### src/supply_seq_pkg.sv
// constants, state encoding and carrier structs for the supply start-up sequencer
package supply_seq_pkg;

  // start_settle_delay: 100 us, fixed here since no figure is given
  localparam int unsigned CLK_FREQ_HZ       = 50_000_000;
  localparam int unsigned SETTLE_DELAY_US   = 100;
  localparam int unsigned SETTLE_CYCLES     =
    (SETTLE_DELAY_US * (CLK_FREQ_HZ / 1_000_000) < 1) ? 1 :
    SETTLE_DELAY_US * (CLK_FREQ_HZ / 1_000_000);
  localparam int unsigned SETTLE_CNT_W      = 16;
  localparam int unsigned SYNC_STAGES       = 2;
  localparam int unsigned CMP_W             = 10;

  // comparator bit positions inside cmp_s when flattened
  localparam int unsigned CMP_SUP_ON        = 9;

  typedef enum logic [4:0] {
    ST_CHARGE = 5'h01,
    ST_INIT   = 5'h02,
    ST_SETTLE = 5'h04,
    ST_RUN    = 5'h08,
    ST_SELF   = 5'h10
  } seq_state_e;

  // comparator flags, all asynchronous at the pins
  typedef struct packed {
    logic sup_above_on;      // supply at or above 9.5 V
    logic sup_above_low;     // supply above 9.4 V
    logic sup_above_run;     // supply above 7.5 V
    logic sup_above_min;     // supply above 6.5 V
    logic ss_above_offset;   // soft-start above 1.35 V
    logic ss_above_precharge;// soft-start above 0.5 V
    logic fault_shutdown_pin;// high when clear
    logic over_temp;         // high on over-temperature
    logic line_undervoltage_input; // high when line within limits
    logic aux_present;       // auxiliary supply has taken over
  } cmp_s;

  typedef struct packed {
    logic charge_source_on;
    logic reference_on;
    logic internal_enable;
    logic main_switch_drive;
    logic clamp_switch_drive;
    logic soft_start_clamp;
    logic soft_start_precharge;
    logic register_clear;
    logic self_supply_mode;
    logic run_threshold_sel;
  } ctl_s;

  localparam ctl_s CTL_RESET = '{
    charge_source_on:     1'b1,
    reference_on:         1'b0,
    internal_enable:      1'b0,
    main_switch_drive:    1'b0,
    clamp_switch_drive:   1'b0,
    soft_start_clamp:     1'b1,
    soft_start_precharge: 1'b0,
    register_clear:       1'b0,
    self_supply_mode:     1'b0,
    run_threshold_sel:    1'b0
  };

endpackage : supply_seq_pkg

### src/flag_sync.sv
// two-flop synchroniser for a bundle of comparator flags
`timescale 1ns/100ps
module flag_sync
#(
  parameter int unsigned WIDTH = 10
)
(
  input  wire logic             sys_clk_i,
  input  wire logic             reset_n_i,
  input  wire logic [WIDTH-1:0] async_i,
  output logic      [WIDTH-1:0] sync_o
);

  logic [WIDTH-1:0] stage1_reg;

  // first stage feeds only the second stage
  always_ff @(posedge sys_clk_i or negedge reset_n_i)
  begin
    if (!reset_n_i)
    begin
      stage1_reg <= '0;
      sync_o     <= '0;
    end
    else
    begin
      stage1_reg <= async_i;
      sync_o     <= stage1_reg;
    end
  end

endmodule : flag_sync

### src/supply_startup_sequencer.sv
// supply start-up sequencer: charge source, reference, enable and drive gating
// How it works
// - charge source on until supply reaches on level
// - reference on above 7.5 V, again after collapse
// - at on level: source off, clear, precharge soft-start
// - init completes only with all faults clear
// - during init, recharge at 9.4 V to on
// - wait settle delay before asserting enable
// - after enable, undervoltage level drops to 7.5 V
// - main drive held low during init
// - clamp drive high once on level reached
// - main pulses only after soft-start above offset
// - soft-start clamped while enable is low
// - init end switches charge source off
// - supply at 7.5 V after init, aux absent, enters self-supply
// - self-supply cycles source between 9.4 and 9.5
// - collapse to 6.5 V: reference off, full restart
`timescale 1ns/100ps
module supply_startup_sequencer
(
  input  wire logic               sys_clk_i,
  input  wire logic               reset_n_i,
  input  wire supply_seq_pkg::cmp_s cmp_i,
  input  wire logic               pwm_pulse_i,
  output logic                    charge_source_on_o,
  output logic                    reference_on_o,
  output logic                    internal_enable_o,
  output logic                    main_switch_drive_o,
  output logic                    clamp_switch_drive_o,
  output logic                    soft_start_clamp_o,
  output logic                    soft_start_precharge_o,
  output logic                    register_clear_o,
  output logic                    self_supply_mode_o,
  output logic                    run_threshold_sel_o,
  output logic [4:0]              state_o
);

  typedef struct packed {
    supply_seq_pkg::seq_state_e        st;
    supply_seq_pkg::ctl_s              ctl;
    logic [supply_seq_pkg::SETTLE_CNT_W-1:0] cnt;
    logic                              ref_on;
  } seq_s;

  localparam logic [supply_seq_pkg::SETTLE_CNT_W-1:0] SETTLE_LAST =
    supply_seq_pkg::SETTLE_CNT_W'(supply_seq_pkg::SETTLE_CYCLES - 1);

  supply_seq_pkg::cmp_s cmp_sync;
  seq_s                 state_reg;
  seq_s                 state_next;
  logic                 faults_clear;

  flag_sync
  #(
    .WIDTH (supply_seq_pkg::CMP_W)
  )
  u_sync
  (
    .sys_clk_i (sys_clk_i),
    .reset_n_i (reset_n_i),
    .async_i   (cmp_i),
    .sync_o    (cmp_sync)
  );

  assign faults_clear = cmp_sync.fault_shutdown_pin & ~cmp_sync.over_temp &
                        cmp_sync.line_undervoltage_input;

  // hysteretic source control shared by init and self-supply; between the
  // two levels the source keeps its last state, which gives the hysteresis
  function automatic logic hiccup_source
  (
    input logic                 on_now,
    input supply_seq_pkg::cmp_s flags
  );
    logic result;
    result = on_now;
    if (!flags.sup_above_low)
      result = 1'b1;
    else if (flags.sup_above_on)
      result = 1'b0;
    return result;
  endfunction : hiccup_source

  always_comb
  begin
    state_next = state_reg;
    state_next.ctl.register_clear = 1'b0;

    // reference follows the 7.5 V crossing, dropped only at collapse
    if (cmp_sync.sup_above_run)
      state_next.ref_on = 1'b1;

    unique case (state_reg.st)
      supply_seq_pkg::ST_CHARGE:
      begin
        if (cmp_sync.sup_above_on)
        begin
          state_next.st = supply_seq_pkg::ST_INIT;
          state_next.ctl.charge_source_on = 1'b0;
          state_next.ctl.register_clear = 1'b1;
          state_next.ctl.soft_start_precharge = 1'b1;
          state_next.ctl.clamp_switch_drive = 1'b1;
        end
      end
      supply_seq_pkg::ST_INIT,
      supply_seq_pkg::ST_SETTLE:
      begin
        // hiccup between 9.4 and 9.5 while waiting on faults
        state_next.ctl.charge_source_on =
          hiccup_source(state_reg.ctl.charge_source_on, cmp_sync);
        if (cmp_sync.ss_above_precharge)
          state_next.ctl.soft_start_precharge = 1'b0;
        if (!faults_clear || !cmp_sync.ss_above_precharge)
        begin
          state_next.st  = supply_seq_pkg::ST_INIT;
          state_next.cnt = '0;
        end
        else if (state_reg.st == supply_seq_pkg::ST_INIT)
        begin
          state_next.st  = supply_seq_pkg::ST_SETTLE;
          state_next.cnt = '0;
        end
        else if (state_reg.cnt == SETTLE_LAST)
        begin
          state_next.st = supply_seq_pkg::ST_RUN;
          state_next.ctl.internal_enable   = 1'b1;
          state_next.ctl.run_threshold_sel = 1'b1;
          state_next.ctl.charge_source_on  = 1'b0;
          state_next.ctl.soft_start_clamp  = 1'b0;
        end
        else
          state_next.cnt = state_reg.cnt + 1'b1;
      end
      supply_seq_pkg::ST_RUN:
      begin
        if (!cmp_sync.sup_above_run && !cmp_sync.aux_present)
        begin
          state_next.st = supply_seq_pkg::ST_SELF;
          state_next.ctl.charge_source_on = 1'b1;
          state_next.ctl.self_supply_mode = 1'b1;
        end
      end
      supply_seq_pkg::ST_SELF:
      begin
        if (cmp_sync.aux_present)
        begin
          state_next.st = supply_seq_pkg::ST_RUN;
          state_next.ctl.charge_source_on = 1'b0;
          state_next.ctl.self_supply_mode = 1'b0;
        end
        else
          state_next.ctl.charge_source_on =
            hiccup_source(state_reg.ctl.charge_source_on, cmp_sync);
      end
      default:
        state_next.st = supply_seq_pkg::ST_CHARGE;
    endcase

    // main drive gated by enable and soft-start offset
    state_next.ctl.main_switch_drive = state_next.ctl.internal_enable &
      cmp_sync.ss_above_offset & pwm_pulse_i;
    state_next.ctl.soft_start_clamp = ~state_next.ctl.internal_enable;

    // collapse overrides everything and restarts from charging
    if (!cmp_sync.sup_above_min)
    begin
      state_next     = '0;
      state_next.st  = supply_seq_pkg::ST_CHARGE;
      state_next.ctl = supply_seq_pkg::CTL_RESET;
      state_next.ref_on = 1'b0;
    end
    state_next.ctl.reference_on = state_next.ref_on;
  end

  always_ff @(posedge sys_clk_i or negedge reset_n_i)
  begin
    if (!reset_n_i)
    begin
      state_reg.st  <= supply_seq_pkg::ST_CHARGE;
      state_reg.ctl <= supply_seq_pkg::CTL_RESET;
      state_reg.cnt <= '0;
      state_reg.ref_on <= 1'b0;
    end
    else
      state_reg <= state_next;
  end

  assign charge_source_on_o     = state_reg.ctl.charge_source_on;
  assign reference_on_o         = state_reg.ctl.reference_on;
  assign internal_enable_o      = state_reg.ctl.internal_enable;
  assign main_switch_drive_o    = state_reg.ctl.main_switch_drive;
  assign clamp_switch_drive_o   = state_reg.ctl.clamp_switch_drive;
  assign soft_start_clamp_o     = state_reg.ctl.soft_start_clamp;
  assign soft_start_precharge_o = state_reg.ctl.soft_start_precharge;
  assign register_clear_o       = state_reg.ctl.register_clear;
  assign self_supply_mode_o     = state_reg.ctl.self_supply_mode;
  assign run_threshold_sel_o    = state_reg.ctl.run_threshold_sel;
  assign state_o                = state_reg.st;
endmodule : supply_startup_sequencer

### config.mk
export PLATFORM = sky130hd
export DESIGN_NAME = supply_startup_sequencer
export DESIGN_NICKNAME = d
export VERILOG_FILES = /design/src/supply_seq_pkg.sv /design/src/flag_sync.sv /design/src/supply_startup_sequencer.sv
export SDC_FILE = /design/constraint.sdc
export NUM_CORES = 1
export LEC_CHECK = 0
export BUFFER_PORTS_ARGS = -buffer_cell sky130_fd_sc_hd__buf_4
export CAP_MARGIN = 20
export CORE_AREA = 3 3 67 69
export CTS_CLUSTER_DIAMETER = 40
export DETAILED_ROUTE_END_ITERATION = 12
export DIE_AREA = 0 0 70 72
export GPL_ROUTABILITY_DRIVEN = 0
export PLACE_DENSITY = 0.83
export SKIP_LAST_GASP = 1
export SLEW_MARGIN = 20
export SYNTH_ARGS = -nofsm -noshare
export SYNTH_HDL_FRONTEND = slang
export SYNTH_SLANG_ARGS = --single-unit
export TNS_END_PERCENT = 5
### constraint.sdc
create_clock -name sys_clk_i -period 2.25 [get_ports sys_clk_i]
set_input_delay 0.1125 -clock sys_clk_i [delete_from_list [all_inputs] [get_ports sys_clk_i]]
set_output_delay 0.1125 -clock sys_clk_i [all_outputs]
set_load 0.03 [all_outputs]
# --- After elaboration in Yosys (flattened, before gate mapping) ---
# Cells that the tools add are included.
word_totals:
  in_bits: 13
  wordCells: 92
  out_inout_bits: 15
  register_bits: 51
op_classes:
  bitwise: 6
  mux: 35
  n_eq_ne: 22
  n_reduce_logical: 14
  n_addsub: 1
op_table:
  columns: ["op", "n"]
  rows:
  - ["$mux W16", 3]
  - ["$mux W32", 1]
  - ["$pmux W5 S4", 1]
  - ["$mux W1", 19]
  - ["$mux W6", 3]
  - ["$mux W17", 1]
  - ["$add A16 B1 Y16 const B", 1]
  - ["$eq A16 B13 Y1 const B", 1]
  - ["$mux W5", 3]
  - ["$ne A3 B3 Y1 const B", 5]
  - ["$ne A2 B2 Y1 const B", 5]
  - ["$ne A5 B5 Y1 const B", 2]
  - ["$reduce_and A3 Y1", 3]
  - ["$reduce_and A4 Y1", 2]
  - ["$eq A5 B1 Y1 const B", 1]
  - ["$eq A5 B2 Y1 const B", 1]
  - ["$eq A5 B3 Y1 const B", 1]
  - ["$eq A5 B4 Y1 const B", 1]
  - ["$eq A5 B5 Y1 const B", 1]
  - ["$and A1 B1 Y1", 4]
  - ["$logic_not A1 Y1", 4]
  - ["$ne A2 B1 Y1 const B", 2]
  - ["$ne A4 B4 Y1 const B", 1]
  - ["$pmux W1 S2", 2]
  - ["other kinds (8)", 10]

# --- Depth between registers and ports, before layout ---
logic_depth:
  word_depth: 10
  mapped_depth: 8
  ltp_nobuf: 7

# --- Modules after synthesis ---
# A second synthesis with hierarchy kept.
unflattened:
  cells_unflattened: 204
  hier_area_um2: 2243.4
by_module_without_submodules:
  columns: ["mod", "area_each_um2", "seq_area_each_um2", "cells_per_inst", "instances"]
  rows:
  - ["supply_startup_sequencer", 1742.9, 779.5, 184, 1]
  - ["flag_sync", 500.5, 500.5, 20, 1]

# --- Worst setup path before layout ---
# No wires, ideal clock.
synth_timing:
  path_type: "register -> register"
  startpoint: "register state_reg[1] in the netlist's numbering"
  endpoint: "register state_reg, in the netlist charge_source_on_o"
  t_required_ns: 2.168
  stages_incl_launch_ff: 9
  period_less_slack_ns: 1.953
  t_arrival_ns: 1.871
  setup_time_ns: 0.082
  n_path_buf: 2
  setup_slack_ns: 0.297
  path_cell_list: "dfrtp_1 > ha_1 > buf_2 > and4_1 > nand4_1 > clkbuf_1 > o211ai_1 > nand4_1 > mux2_2"
synth_via:
  elab_chain_cells: 6
synth_rtl:
  columns: ["item", "line", "source"]
  rows:
  - ["start, declared", "supply_startup_sequencer.sv:49", "seq_s state_reg;"]
  - ["start signal, assigned", "supply_startup_sequencer.sv:185", "state_reg <= state_next;"]
  - ["$eq A16 B13 Y1", "supply_startup_sequencer.sv:123", "else if (state_reg.cnt == SETTLE_LAST)"]
  - ["$mux W6", "supply_startup_sequencer.sv:123", null]
  - ["$mux W1", "supply_startup_sequencer.sv:118", "else if (state_reg.st == supply_seq_pkg::ST_INIT)"]
  - ["$mux W1", "supply_startup_sequencer.sv:113", "if (!faults_clear || !cmp_sync.ss_above_precharge)"]
  - ["$pmux W1 S4", "supply_startup_sequencer.sv:93", "unique case (state_reg.st)"]
  - ["$mux W32", "supply_startup_sequencer.sv:165", "if (!cmp_sync.sup_above_min)"]
# No other way between the ends. The select of a mux whose other input is x is not followed.
# A chain may end at the register's enable or synchronous reset.

# --- Worst setup path after layout ---
layout_timing:
  startpoint: "register state_reg, in the netlist state_o[4]"
  endpoint: "register state_reg[7] in the netlist's numbering"
layout_via:
  elab_chain_cells: 5
  elab_cells_between_ends: 10
  cone_classes: "eq/ne (4); mux (4); reduce/logical (2)"
layout_rtl:
  columns: ["item", "line"]
  rows:
  - ["$eq A5 B2 Y1", "supply_startup_sequencer.sv:93, supply_startup_sequencer.sv:118"]
  - ["$mux W16", "supply_startup_sequencer.sv:118"]
  - ["$mux W16", "supply_startup_sequencer.sv:113"]
  - ["$mux W17", "supply_startup_sequencer.sv:93"]
  - ["$mux W32", "supply_startup_sequencer.sv:165"]
# Several ways; a longest one is shown, not always the timed one. The select of a mux whose other input is x is not followed.

==> impl_metrics.py <==
metrics = {
    "layout": {
        "n_fill_cell": 303,
        "drive_gt1_share_pct": 19.7,
        "largest_reg_flops": 17,
        "area_delta_synth_final_pct": 20.0,
        "n_antenna_cell": 0,
        "layout.nets": 267,
        "final_util_pct": 67.5,
    },
    "critical_path": {
        "cp-start-kind": "flop",
        "crit_start": "state_o[4]",
        "critPathCapture": "state_reg[7]",
        "cp_top_family": "simple AND/OR/NAND/NOR gates",
        "worstSetupPathDepth": 5,
        "crit_chain": "or2_4 -> o31a_1 -> or2_1 -> or4_1 -> nand2_1",
        "slowest_stage": "or4_1",
        "arrival_ns": 2.32,
        "r2r_slack_ns": 0.18,
        "cp_data_required_time_ns": 2.50,
        "crit_type": "flop to flop",
        "slowest_delay_ns": 0.55,
        "endpoint_kind": "flop",
        "r2r-start": "state_o[4]",
        "worstRegToRegCells": 5,
        "worstPathMaxFanout": 9,
        "reg2reg_to": "state_reg[7]",
        "critPathBufInv": 0,
    },
    "logic_synthesis": {
        "ys_seq_area_share_pct": 57.3,
        "synth_flop_cell": "dfrtp_1",
        "synth_edf_count": 0,
        "synth_top_area_share_pct": 53.8,
        "synth_area_um2": 2230,
        "synth.distinct_cells": 48,
        "syn-num-nets": 229,
        "synth_top_area_cell": "dfrtp_1",
        "ys_async_sr_fraction_pct": 100,
        "ys_seq_elements": 51,
        "ys_warn_count": 0,
        "synth.avg_cell_area_um2": 10.4,
        "synthTopCellsByArea": "dfrtp_1, o21ai_0, dfstp_2, nor2_1, o31ai_1",
        "syn-instance-count": 215,
    },
    "global_routing": {
        "grt_pass1_vias": 1623,
        "grtUsageTotal_pct": 18.8,
        "grt_pass1_wl_mm": 7.51,
        "grt_overflow": 0,
        "grt_start_max_net_pins": 52,
        "antenna_found_initial": 0,
    },
    "place": {
        "place_ws_ns": 0.211,
        "place_hpwl_mm": 3.12,
        "port_buffers": 27,
    },
    "sta": {
        "relSlewSlack_pct": 59.9,
        "rsz0062_at_grt": "false",
        "maxSlewViolCount": 0,
        "max_freq_mhz": 484,
        "finalWorstSetupSlack_ns": 0.184,
        "fin_crit_sh_pct": 91.8,
        "fin_worst_skew_ns": 0.00647,
        "finalCriticalPeriod_ns": 2.07,
        "tns_ns": 0,
        "final_hold_viol_count": 0,
        "worst_pin_slew_ns": 0.601,
        "finalSetupViolCount": 0,
    },
    "hold_path": {
        "holdPathStages": 2,
        "min-delay-path-class": "input pin to flop",
    },
    "routing": {
        "ant_nets": 0,
        "wl_per_cell_um": 14.5,
        "routed_wl_mm": 4.41,
        "drc_errors": 0,
        "drt_iter0_drc": 242,
        "dr.pass1.iters": 4,
        "vias": 1740,
        "via_per_inst": 5.72,
    },
    "pwr": {
        "p_total_mw": 1.76,
        "p_leak_nw": 1.19,
        "vdd_drop_max_mv": 0.572,
        "power_density_nw_per_um2": 655,
    },
    "die": {
        "fp.dieW_um": 70,
        "rows": 23,
        "dieArea_um2": 5040,
        "die_h_um": 72,
        "num_io_pins": 28,
        "start_util_pct": 56.2,
        "coreArea_um2": 3970,
    },
    "clock_network": {
        "cts.htree.levels": 2,
        "clk_latency_ns": 0.31,
        "cts_resized": 0,
        "clk_pin_slew_ns": 0.10,
        "cts_root_buf": "clkbuf_8",
        "hold_buffers": 11,
        "cts.sinks": 51,
        "clockBufferDepth": 2,
        "cts_tree": "done",
        "numCtsBuffers": 5,
        "postCtsSetupBuffers": 0,
    },
    "run_status": {
        "outcome": "finished clean",
    },
    "job": {
        "cap_viol_max_count": 0,
    },
}
==> stage by stage <==
step	hold slack, ns	std cells	area (µm²)
after global routing	0.0409	304	2680
after global placement	0.162	285	2470
final	0.0414	304	2680
after detailed placement	0.172	285	2470
after CTS	0.0319	304	2680
after floorplan	-0.183	215	2230
==> layer usage <==
layer  vias to the layer above  track usage, %  part of all wire (%)
met5                         -               0                     0
met4                         0            7.02                   1.6
met3                         8            3.46                   4.7
met2                        47            28.5                    48
met1                       829            27.1                    46
li1                        856               -                     -
==> Yosys cell counts (4+ instances only) <==
library cell,number
nand3_1,8
buf_2,4
inv_1,6
buf_4,5
nand2_1,17
dfrtp_1,48
o21ai_0,22
clkbuf_1,5
nand4_1,8
nor2_1,19
o31ai_1,9
a31oi_1,4
a21oi_1,5
nor3_1,6
==> worst min-delay path by stage <==
stage	startpoint	end	slack, ns
5_1_grt	pwm_pulse_i	main_switch_drive_o	0.04
2_1_floorplan	reset_n_i	clamp_switch_drive_o	-0.18
3_3_place_gp	reset_n_i	register_clear_o	0.16
6_report	pwm_pulse_i	main_switch_drive_o	0.04
4_1_cts	pwm_pulse_i	main_switch_drive_o	0.03
3_5_place_dp	reset_n_i	clamp_switch_drive_o	0.17
==> kinds of logic after synthesis <==
kind of cell    synth area share, %
compound gates                 16.1
flops                          57.3
mux                           0.952
buf+inv                        4.43
fa+ha+maj                     0.560
xor+xnor                      0.784
simple gates                   19.8
==> cell type report <==
| type | instances | area (µm²) | area share [%] |
|---|---|---|---|
| Multi-Input combinational cell | 144 | 855 | 31.9 |
| Inverter | 6 | 22.5 | 0.840 |
| Timing Repair Buffer | 45 | 365 | 13.6 |
| Clock inverter | 3 | 26.3 | 0.980 |
| Clock buffer | 5 | 68.8 | 2.57 |
| Sequential cell | 51 | 1280 | 47.8 |
| Tap cell | 50 | 62.6 | 2.33 |
==> power breakdown <==
group / internal (mW) / total [mW] / switching, mW
Combinational: 0.0941 / 0.220 / 0.126
Clock: 0.229 / 0.546 / 0.317
Sequential: 0.958 / 0.989 / 0.0304
==> cell usage in the layout, fill, tap and decap left out, types with 2 or more instances in the layout <==
cell | netlist | layout
a21oi_1 | 5 | 5
a22o_1 | 2 | 2
a31oi_1 | 4 | 4
a41oi_1 | 3 | 3
and4_1 | 3 | 3
buf_4 | 5 | 34
clkbuf_8 | 0 | 5
dfrtp_1 | 48 | 48
dfstp_2 | 3 | 3
dlygate4sd3_1 | 0 | 11
inv_1 | 6 | 6
inv_6 | 0 | 2
nand2_1 | 17 | 17
nand2b_1 | 3 | 3
nand3_1 | 8 | 8
nand3b_1 | 2 | 2
nand4_1 | 8 | 8
nor2_1 | 19 | 19
nor3_1 | 6 | 6
nor4bb_1 | 2 | 2
o21ai_0 | 22 | 22
o22ai_1 | 2 | 2
o31ai_1 | 9 | 9
o41ai_1 | 2 | 2
or4_1 | 2 | 2
xnor2_1 | 2 | 2
No activity file was read; power rests on OpenSTA's default activity.
